==> config.mk <==
export PLATFORM = sky130hd
export DESIGN_NAME = led_disp_ctl_flat
export DESIGN_NICKNAME = d
export VERILOG_FILES = /design/src/led_disp_pkg.sv /design/src/led_disp_if.sv /design/src/led_disp_ctl.sv /design/src/flat_wrapper.sv
export SDC_FILE = /design/constraint.sdc
export NUM_CORES = 1
export LEC_CHECK = 0
export BUFFER_PORTS_ARGS = -buffer_cell sky130_fd_sc_hd__clkbuf_2
export CAP_MARGIN = 0
export CORE_MARGIN = 5
export CORE_UTILIZATION = 40
export CTS_BUF_LIST = sky130_fd_sc_hd__clkbuf_16
export CTS_CLUSTER_SIZE = 30
export DETAILED_ROUTE_END_ITERATION = 10
export PLACE_DENSITY = 0.58
export SYNTH_ARGS = -nofsm -noshare
export SYNTH_HDL_FRONTEND = slang
export SYNTH_SLANG_ARGS = --single-unit
==> constraint.sdc <==
create_clock -name core_clk_in -period 2.9 [get_ports core_clk_in]
set_clock_uncertainty 0.05 [all_clocks]
set_input_delay 0.29 -clock core_clk_in [delete_from_list [all_inputs] [get_ports core_clk_in]]
set_output_delay 0.29 -clock core_clk_in [all_outputs]
set_load 0.01 [all_outputs]
==> src/led_disp_pkg.sv <==
// shared constants and types for the led matrix display link
// How it works
// - shift on each falling clock edge
// - serial out is char four bit seven
// - row driver on when location holds one
// - one strobe lights that column everywhere
// - load char four first, then three two one
// - strobe each column after load, five total
// - 2 ms slot per column refresh
// - shift clock no faster than 3 MHz
// - brightness high or pulse width modulated
// - cascade serial out to next input
// - drop strobe before next column load
package led_disp_pkg;
  localparam int ROWS          = 7;
  localparam int CHARS         = 4;
  localparam int COLS          = 5;
  localparam int SR_BITS       = ROWS * CHARS;
  localparam int CLK_HZ        = 50000000;
  localparam int SCLK_MAX_HZ   = 3000000;
  localparam int SCLK_HALF_CYC = (CLK_HZ + 2 * SCLK_MAX_HZ - 1) / (2 * SCLK_MAX_HZ);
  localparam int SLOT_US       = 2000;
  localparam int SLOT_CYC      = CLK_HZ / 1000000 * SLOT_US;
  localparam int BRIGHT_STEPS  = 16;
  localparam int BUF_DEPTH     = 2;
  localparam int SYNC_STAGES   = 3;
  localparam logic [SR_BITS-1:0] SR_RESET = 28'h0000000;
  typedef logic [SR_BITS-1:0] column_word_t;
  typedef enum {ST_IDLE, ST_SHIFT_LO, ST_SHIFT_HI, ST_STROBE} ctl_state_t;
endpackage

==> src/led_disp_if.sv <==
// link between display controller and display module
`timescale 1ns/100ps
interface led_disp_if;
  logic       sclk;
  logic       sdata;
  logic       sout;
  logic [4:0] column_strobe;
  logic       brightness_input;
  modport ctl (output sclk, output sdata, output column_strobe, output brightness_input, input sout);
  modport disp (input sclk, input sdata, input column_strobe, input brightness_input, output sout);
endinterface

==> src/led_disp_ctl.sv <==
// display controller: buffers column words, shifts them out, strobes columns
`timescale 1ns/100ps
module led_disp_ctl
  import led_disp_pkg::*;
#(
  parameter int SLOT_CYCLES = SLOT_CYC
)(
  // clock and reset
  input  wire logic         core_clk_in,
  input  wire logic         nrst_in,
  // column word stream, char four rows in top bits
  input  wire logic         word_valid_in,
  input  wire column_word_t word_data_in,
  output logic              word_ready_out,
  // brightness duty, 0..15
  input  wire logic [3:0]   bright_duty_in,
  // status
  output logic [2:0]        column_out,
  output logic              frame_done_out,
  // link
  led_disp_if.ctl           link
);
  column_word_t buf_mem [BUF_DEPTH];
  column_word_t next_buf0;
  column_word_t next_buf1;
  logic [1:0]   buf_cnt;
  logic [1:0]   next_buf_cnt;
  ctl_state_t   state;
  ctl_state_t   next_state;
  column_word_t shreg;
  column_word_t next_shreg;
  logic [4:0]   bit_cnt;
  logic [4:0]   next_bit_cnt;
  logic [31:0]  tmr;
  logic [31:0]  next_tmr;
  logic [2:0]   col;
  logic [2:0]   next_col;
  logic [3:0]   pwm;
  logic         sclk;
  logic         next_sclk;
  logic         sdata;
  logic         next_sdata;
  logic [4:0]   strobe;
  logic [4:0]   next_strobe;
  logic         bright;
  logic         next_bright;
  logic         done;
  logic         next_done;
  logic         pop;

  always_comb begin
    pop          = 1'b0;
    next_state   = state;
    next_shreg   = shreg;
    next_bit_cnt = bit_cnt;
    next_tmr     = tmr + 32'h00000001;
    next_col     = col;
    next_sclk    = sclk;
    next_sdata   = sdata;
    next_strobe  = strobe;
    next_done    = 1'b0;
    next_bright  = (pwm < bright_duty_in) || (bright_duty_in == 4'hF);
    case (state)
      ST_IDLE: begin
        if (buf_cnt != 2'h0) begin
          pop          = 1'b1;
          next_shreg   = buf_mem[0];
          next_bit_cnt = 5'h00;
          next_tmr     = 32'h00000000;
          next_sclk    = 1'b1;
          next_strobe  = '0;
          next_sdata   = buf_mem[0][SR_BITS-1];
          next_state   = ST_SHIFT_HI;
        end
      end
      ST_SHIFT_HI: begin
        if (tmr >= 32'(SCLK_HALF_CYC - 1)) begin
          next_tmr   = 32'h00000000;
          next_sclk  = 1'b0;
          next_state = ST_SHIFT_LO;
        end
      end
      ST_SHIFT_LO: begin
        if (tmr >= 32'(SCLK_HALF_CYC - 1)) begin
          next_tmr = 32'h00000000;
          if (bit_cnt == 5'(SR_BITS - 1)) begin
            next_strobe[col] = 1'b1;
            next_state       = ST_STROBE;
          end else begin
            next_bit_cnt = bit_cnt + 5'h01;
            next_shreg   = {shreg[SR_BITS-2:0], 1'b0};
            next_sdata   = shreg[SR_BITS-2];
            next_sclk    = 1'b1;
            next_state   = ST_SHIFT_HI;
          end
        end
      end
      ST_STROBE: begin
        if (tmr >= 32'(SLOT_CYCLES - 2 * SCLK_HALF_CYC * SR_BITS)) begin
          next_strobe = '0;
          next_state  = ST_IDLE;
          if (col == 3'(COLS - 1)) begin
            next_col  = 3'h0;
            next_done = 1'b1;
          end else begin
            next_col = col + 3'h1;
          end
        end
      end
      default: next_state = ST_IDLE;
    endcase
    next_buf_cnt = buf_cnt - {1'b0, pop} + {1'b0, word_valid_in && word_ready_out};
    next_buf0 = pop ? buf_mem[1] : buf_mem[0];
    next_buf1 = buf_mem[1];
    if (word_valid_in && word_ready_out) begin
      if ((buf_cnt - {1'b0, pop}) == 2'h0) begin
        next_buf0 = word_data_in;
      end else begin
        next_buf1 = word_data_in;
      end
    end
  end

  always_ff @(posedge core_clk_in or negedge nrst_in) begin
    if (!nrst_in) begin
      buf_mem[0]     <= SR_RESET;
      buf_mem[1]     <= SR_RESET;
      buf_cnt        <= 2'h0;
      word_ready_out <= 1'b0;
      state          <= ST_IDLE;
      shreg          <= SR_RESET;
      bit_cnt        <= 5'h00;
      tmr            <= 32'h00000000;
      col            <= 3'h0;
      pwm            <= 4'h0;
      sclk           <= 1'b1;
      sdata          <= 1'b0;
      strobe         <= '0;
      bright         <= 1'b0;
      done           <= 1'b0;
      column_out     <= 3'h0;
      frame_done_out <= 1'b0;
    end else begin
      buf_mem[0]     <= next_buf0;
      buf_mem[1]     <= next_buf1;
      buf_cnt        <= next_buf_cnt;
      word_ready_out <= next_buf_cnt < 2'(BUF_DEPTH);
      state          <= next_state;
      shreg          <= next_shreg;
      bit_cnt        <= next_bit_cnt;
      tmr            <= next_tmr;
      col            <= next_col;
      pwm            <= pwm + 4'h1;
      sclk           <= next_sclk;
      sdata          <= next_sdata;
      strobe         <= next_strobe;
      bright         <= next_bright;
      done           <= next_done;
      column_out     <= next_col;
      frame_done_out <= next_done;
    end
  end

  assign link.sclk             = sclk;
  assign link.sdata            = sdata;
  assign link.column_strobe    = strobe;
  assign link.brightness_input = bright;
endmodule // led_disp_ctl

==> src/flat_wrapper.sv <==
// flat-port wrapper written by rule: the top's interface ports become plain ports
module led_disp_ctl_flat import led_disp_pkg::*;
#(
  parameter int SLOT_CYCLES = SLOT_CYC
)
  (core_clk_in, nrst_in, word_valid_in, word_data_in, word_ready_out, bright_duty_in, column_out, frame_done_out, link_sclk, link_sdata, link_column_strobe, link_brightness_input, link_sout);
  led_disp_if link_i ();
  input  wire logic core_clk_in;
  input  wire logic nrst_in;
  input  wire logic word_valid_in;
  input  wire column_word_t word_data_in;
  output logic word_ready_out;
  input  wire logic [3:0] bright_duty_in;
  output logic [2:0] column_out;
  output logic frame_done_out;
  output wire logic [$bits(link_i.sclk)-1:0] link_sclk;
  output wire logic [$bits(link_i.sdata)-1:0] link_sdata;
  output wire logic [$bits(link_i.column_strobe)-1:0] link_column_strobe;
  output wire logic [$bits(link_i.brightness_input)-1:0] link_brightness_input;
  input wire logic [$bits(link_i.sout)-1:0] link_sout;
  assign link_sclk = link_i.sclk;
  assign link_sdata = link_i.sdata;
  assign link_column_strobe = link_i.column_strobe;
  assign link_brightness_input = link_i.brightness_input;
  assign link_i.sout = link_sout;
  led_disp_ctl #(.SLOT_CYCLES(SLOT_CYCLES)) u_core (.core_clk_in(core_clk_in), .nrst_in(nrst_in), .word_valid_in(word_valid_in), .word_data_in(word_data_in), .word_ready_out(word_ready_out), .bright_duty_in(bright_duty_in), .column_out(column_out), .frame_done_out(frame_done_out), .link(link_i));
endmodule
==> impl_metrics.env, run 1 <==
export IMPL_fp_row_count=48
export IMPL_post_cts_buffers=0
export IMPL_dpl_hpwl_mm=8.45
export IMPL_cts_hold_buf=1
export IMPL_ys_seq_elements=141
export IMPL_synth_compound_area_share_pct=7.64
export IMPL_syn_nets=654
export IMPL_worstSetupPathType="register to register"
export IMPL_ant_nets=0
export IMPL_r2r_start="u_core.state[1]$_DFFE_PN0P_"
export IMPL_path_clk_slew_ps=60
export IMPL_stdcell_count=890
export IMPL_irDropWorstVdd_mv=0.600
export IMPL_hold_viol_final=0
export IMPL_cp_end_kind="register"
export IMPL_pre_cts_ws_ps=432
export IMPL_cp_max_fo=27
export IMPL_die_y_um=141
export IMPL_relSlewSlack_pct=38.6
export IMPL_fin_nets=704
export IMPL_syn_area_per_cell_um2=11.4
export IMPL_drt_wl_total_mm=12.9
export IMPL_yosys_warnings=0
export IMPL_cts_sinks=141
export IMPL_startpoint_type="register"
export IMPL_outcome="finished, final reports clean"
export IMPL_power_density_nw_per_um2=693
export IMPL_antenna_found_initial=0
export IMPL_wl_per_cell_um=14.5
export IMPL_synth_area_um2=6870
export IMPL_async_reset_ff_share_pct=100
export IMPL_ys_seq_area_share_pct=51.3
export IMPL_fillers=1611
export IMPL_grt_pass1_wl_mm=22.3
export IMPL_area_delta_synth_final_pct=16.1
export IMPL_hp_class="input port to register"
export IMPL_worst_slack_ps=397
export IMPL_drtIter0Drc=171
export IMPL_num_vias=4540
export IMPL_io_buffers=47
export IMPL_synthSimpleGateAreaFrac_pct=11.1
export IMPL_layout_drive_gt1_share_pct=27.8
export IMPL_synth_distinct_cells=52
export IMPL_htree_levels=4
export IMPL_grt_pass1_vias=4568
export IMPL_cts_max_path_buffers=2
export IMPL_initial_core_util_pct=40.3
export IMPL_worst_ep_required_time_ps=3150
export IMPL_placeableCoreArea_um2=17100
export IMPL_crit_start="u_core.state[1]$_DFFE_PN0P_"
export IMPL_muxShareOfSynthArea_pct=19.5
export IMPL_min_from="word_data_in[25]"
export IMPL_synth_xor_area_share_pct=3.57
export IMPL_leakage_nw=3.56
export IMPL_viasPerCell=5.10
export IMPL_max_freq_mhz=400
export IMPL_die_x_um=141
export IMPL_clkLatencyLatePin_ps=410
export IMPL_ios=49
export IMPL_rsz0062_at_grt="no"
export IMPL_drcViolationCount=0
export IMPL_syn_inst=603
export IMPL_maxCapViolCount=0
export IMPL_grt_start_max_net_pins=77
export IMPL_finalCriticalPeriod_ps=2500
export IMPL_synth_top_family_by_area="multiplexers"
export IMPL_firstDrtPassIters=4
export IMPL_place_congestion=0.801
export IMPL_final_common_cell="dfrtp_1"
export IMPL_dp_cells=858
export IMPL_synth_edf_count=0
export IMPL_grt_ovfl_total=0
export IMPL_die_area_um2=19900
export IMPL_worstMarginPinSlew_ps=922
export IMPL_arrival_ps=2750
export IMPL_synthAdderAreaFrac_pct=2.73
export IMPL_gr_usage_all_layers_pct=13.7
export IMPL_post_route_period_util_pct=86.3
export IMPL_ctsResizeCount=0
export IMPL_final_cell_mix="140 x dfrtp_1, 69 x nor2_1, 56 x mux2_2, 46 x clkbuf_2, 44 x a21oi_1"
export IMPL_setup_viol=0
export IMPL_numCtsBuffers=17
export IMPL_antennaDiodeCount=0
export IMPL_synth_flop_cell="dfrtp_1"
export IMPL_cts_tree="built"
export IMPL_tns_ps=0
export IMPL_root_buffer="clkbuf_16"
export IMPL_final_max_slew_violation_count=0
-- layout make-up --
type / instances / area, um^2 / share of cell area (%)
multi-input cells: 399 / 3090 / 38.8
repair buffers: 59 / 372 / 4.66
well taps: 225 / 282 / 3.53
flip-flops and latches: 141 / 3530 / 44.2
inverters: 35 / 131 / 1.65
clock buffers: 17 / 425 / 5.33
clock inverters: 14 / 145 / 1.82
-- critical path, stage by stage, from the launching register on --
cell and delay (ps):
dfrtp_1 400, inv_1 100, ha_1 280, inv_1 170
nand2_1 220, a21oi_4 280, buf_4 480, mux2_2 390
-- power breakdown --
part	internal [mW]	switching, mW	leakage, nW	total [mW]
logic	0.453	0.364	1.63	0.817
clock network	1.26	0.838	0.279	2.10
registers	2.39	0.221	1.65	2.61
total	4.11	1.42	3.56	5.53
-- cells by family (layout without fill, tap and decap cells) --
kind of cell	after synthesis	in the layout
AND/OR/NAND/NOR	155	155
flip-flops	141	141
multiplexers	114	114
AO/OA/AOI/OAI	87	87
buffers and inverters	63	125
XOR/XNOR	28	28
adder cells (fa/ha/maj)	15	15
-- Yosys cell counts (all sizes together), types with 2 or more instances --
master	number	area [um^2]
a211oi	4	30.0
a21boi	3	22.5
a21oi	45	229
and2	3	18.8
and3	2	12.5
and4	2	17.5
buf	16	92.6
clkbuf	12	55.1
dfrtp	140	3500
ha	15	188
inv	35	131
mux2	82	1020
mux2i	32	320
nand2	18	67.6
nand3	12	65.1
nand4	9	62.6
nor2	69	259
nor3	9	45.0
nor4	15	106
o2111ai	4	35.0
o211ai	5	42.5
o21ai	17	85.1
or2	3	18.8
or3	7	48.8
xnor2	25	219
xor2	3	26.3
-- path summary, 6_finish.rpt --
check	to	slack [ps]	cells past startpoint
worst max-delay path	u_core.shreg[10]$_DFFE_PN0P_	400	7
worst min-delay path	u_core.buf_mem[25]$_DFFE_PN0P_	70	2
worst max register to register	u_core.shreg[10]$_DFFE_PN0P_	400	7
worst min register to register	u_core.pwm[0]$_DFF_PN0_	420	1
max in group asynchronous	u_core.shreg[8]$_DFFE_PN0P_	1570	3
min in group asynchronous	u_core.tmr[27]$_DFF_PN0_	440	2
-- routing by layer --
metal | GRT usage (%) | share of wire, % | vias up
met5 | 0 | 0 | -
li1 | - | - | 2211
met4 | 3.37 | 0.65 | 0
met2 | 22.8 | 50 | 66
met3 | 4.78 | 4.1 | 6
met1 | 17.3 | 46 | 2257
-- through the flow --
| step | hold slack [ps] | cell area (um^2) | util (%) | power, mW |
|---|---|---|---|---|
| 2_1_floorplan | -55.6 | 6870 | - | 3.19 |
| 3_3_place_gp | 321 | 7400 | 43.4 | 3.43 |
| 3_5_place_dp | 334 | 7400 | 43.4 | 3.49 |
| 4_1_cts | 49.2 | 7980 | 46.8 | 5.62 |
| 5_1_grt | 50.2 | 7980 | 46.8 | 5.84 |
| 6_report | 70.8 | 7980 | 46.8 | 5.53 |
-- sequential cells by signal, summed over array words and instances, names as in the netlist --
signal	flops
u_core.buf_mem	56
u_core.tmr	32
u_core.shreg	27
u_core.bit_cnt	5
u_core.link.column_strobe	5
u_core.pwm	4
u_core.column_out	3
u_core.buf_cnt	2
u_core.state	2
u_core.frame_done_out	1
u_core.link.brightness_input	1
u_core.link.sclk	1
u_core.link.sdata	1
u_core.word_ready_out	1
Note: power is estimated with default switching activity, not from simulation.
==> run 2: changes to the inputs <==
--- a/config.mk
+++ b/config.mk
@@ -9,7 +9,7 @@
 export CAP_MARGIN = 0
 export CORE_MARGIN = 5
 export CORE_UTILIZATION = 40
-export CTS_BUF_LIST = sky130_fd_sc_hd__clkbuf_16
+export CTS_BUF_LIST = sky130_fd_sc_hd__clkbuf_4
 export CTS_CLUSTER_SIZE = 30
 export DETAILED_ROUTE_END_ITERATION = 10
 export PLACE_DENSITY = 0.58
==> impl_metrics.env, run 2 (synthesis results as in run 1) <==
export IMPL_layout_drive_gt1_share_pct=26.8
export IMPL_cts_hold_buf=31
export IMPL_die_x_um=141
export IMPL_startpoint_type="register"
export IMPL_hp_class="input port to register"
export IMPL_outcome="finished, final reports clean"
export IMPL_clkLatencyLatePin_ps=530
export IMPL_post_route_period_util_pct=85.6
export IMPL_cts_sinks=141
export IMPL_leakage_nw=3.55
export IMPL_largest_reg_flops=56
export IMPL_drt_wl_total_mm=13.0
export IMPL_rsz0062_at_grt="no"
export IMPL_worstSetupPathType="register to register"
export IMPL_place_congestion=0.801
export IMPL_final_common_cell="dfrtp_1"
export IMPL_area_delta_synth_final_pct=16.1
export IMPL_rrSetupSlack_ps=420
export IMPL_die_area_um2=19900
export IMPL_post_cts_buffers=0
export IMPL_cp_end_kind="register"
export IMPL_pre_cts_ws_ps=432
export IMPL_grt_pass1_vias=4676
export IMPL_setup_viol=0
export IMPL_ctsResizeCount=0
export IMPL_wl_per_cell_um=14.1
export IMPL_drcViolationCount=0
export IMPL_maxCapViolCount=0
export IMPL_multi_input_area_um2=3090
export IMPL_antennaDiodeCount=0
export IMPL_ios=49
export IMPL_finalCriticalPeriod_ps=2480
export IMPL_final_cell_mix="140 x dfrtp_1, 69 x nor2_1, 56 x mux2_2, 46 x clkbuf_2, 44 x a21oi_1"
export IMPL_arrival_ps=2860
export IMPL_drtIter0Drc=198
export IMPL_r2r_start="u_core.state[1]$_DFFE_PN0P_"
export IMPL_top_register="u_core.buf_mem"
export IMPL_numCtsBuffers=17
export IMPL_viasPerCell=5.05
export IMPL_min_from="bright_duty_in[3]"
export IMPL_relSlewSlack_pct=40.1
export IMPL_worst_slack_ps=417
export IMPL_dpl_hpwl_mm=8.45
export IMPL_min_to="u_core.link.brightness_input$_DFF_PN0_"
export IMPL_hold_viol_final=0
export IMPL_grt_start_max_net_pins=77
export IMPL_worst_ep_required_time_ps=3280
export IMPL_ant_nets=0
export IMPL_cts_max_path_buffers=2
export IMPL_hold_slack_ps=102
export IMPL_fillers=1613
export IMPL_tns_ps=0
export IMPL_reg2reg_depth=7
export IMPL_fin_nets=734
export IMPL_grt_ovfl_total=0
export IMPL_fp_row_count=48
export IMPL_num_vias=4648
export IMPL_path_clk_slew_ps=130
export IMPL_top_regs="u_core.buf_mem: 56 flops, u_core.tmr: 32 flops, u_core.shreg: 27 flops"
export IMPL_htree_levels=4
export IMPL_io_buffers=47
export IMPL_firstDrtPassIters=4
export IMPL_antenna_found_initial=0
export IMPL_max_freq_mhz=403
export IMPL_placeableCoreArea_um2=17100
export IMPL_root_buffer="clkbuf_4"
export IMPL_gr_usage_all_layers_pct=13.7
export IMPL_power_density_nw_per_um2=590
export IMPL_worstMarginPinSlew_ps=899
export IMPL_total_power_mw=4.71
export IMPL_irDropWorstVdd_mv=0.441
export IMPL_initial_core_util_pct=40.3
export IMPL_seqCellArea_um2=3530
export IMPL_grt_pass1_wl_mm=22.3
export IMPL_rr_endpoint="u_core.shreg[10]$_DFFE_PN0P_"
export IMPL_cp_max_fo=27
export IMPL_final_max_slew_violation_count=0
export IMPL_die_y_um=141
export IMPL_whs_path_depth=4
export IMPL_cts_tree="built"
[run 2: cell types whose count changed in the layout (fill, tap and decap cells not counted), sizes merged]
| cell | change |
|---|---|
| dlygate4sd3 | +30 |
| clkbuf | +1 |
| inv | -1 |
[run 2: layout make-up]
cell class / count / area share, %
clock buffer: 18 / 1.69
clock inverter: 13 / 1.77
inverter: 35 / 1.65
multi-input combinational: 399 / 38.7
sequential: 141 / 44.2
tap: 225 / 3.53
timing repair buffer: 89 / 8.42
[run 2: worst max path at each step]
stage | from | end | slack, ps | cells past startpoint
after floorplan | u_core.state[0]$_DFFE_PN0P_ | u_core.buf_mem[10]$_DFFE_PN0P_ | 40 | 12
after global placement | u_core.state[1]$_DFFE_PN0P_ | u_core.shreg[10]$_DFFE_PN0P_ | 540 | 7
after detailed placement | u_core.state[1]$_DFFE_PN0P_ | u_core.shreg[10]$_DFFE_PN0P_ | 430 | 7
after CTS | u_core.state[1]$_DFFE_PN0P_ | u_core.shreg[10]$_DFFE_PN0P_ | 420 | 7
after global routing | u_core.state[1]$_DFFE_PN0P_ | u_core.shreg[10]$_DFFE_PN0P_ | 260 | 7
final | u_core.state[1]$_DFFE_PN0P_ | u_core.shreg[10]$_DFFE_PN0P_ | 420 | 7
[run 2: metal layers]
| layer | vias to the layer above | wire length, um | track usage (%) | share of wire, % |
|---|---|---|---|---|
| li1 | 2267 | - | - | - |
| met1 | 2297 | 5920 | 17.1 | 46 |
| met2 | 76 | 6440 | 23.0 | 50 |
| met3 | 8 | 458 | 3.70 | 3.5 |
| met4 | 0 | 149 | 4.39 | 1.1 |
| met5 | - | 0 | 0 | 0 |
[run 2: through the flow]
stage               instance area [um^2]  cells  util [%]
global route                        7980    920      46.8
finish                              7980    920      46.8
CTS                                 7980    920      46.8
global placement                    7400    858      43.4
detailed placement                  7400    858      43.4
floorplan                           6870    603         -
[run 2: critical path: stages (launching register included)]
cell     delay (ps)
dfrtp_1         420
inv_1           100
ha_1            280
inv_1           170
nand2_1         210
a21oi_4         270
buf_4           480
mux2_2          390
[run 2: power breakdown]
group          internal (mW)  switching (mW)  total (mW)
combinational          0.479           0.369       0.848
sequential              2.38           0.220        2.60
clock                  0.522           0.735        1.26
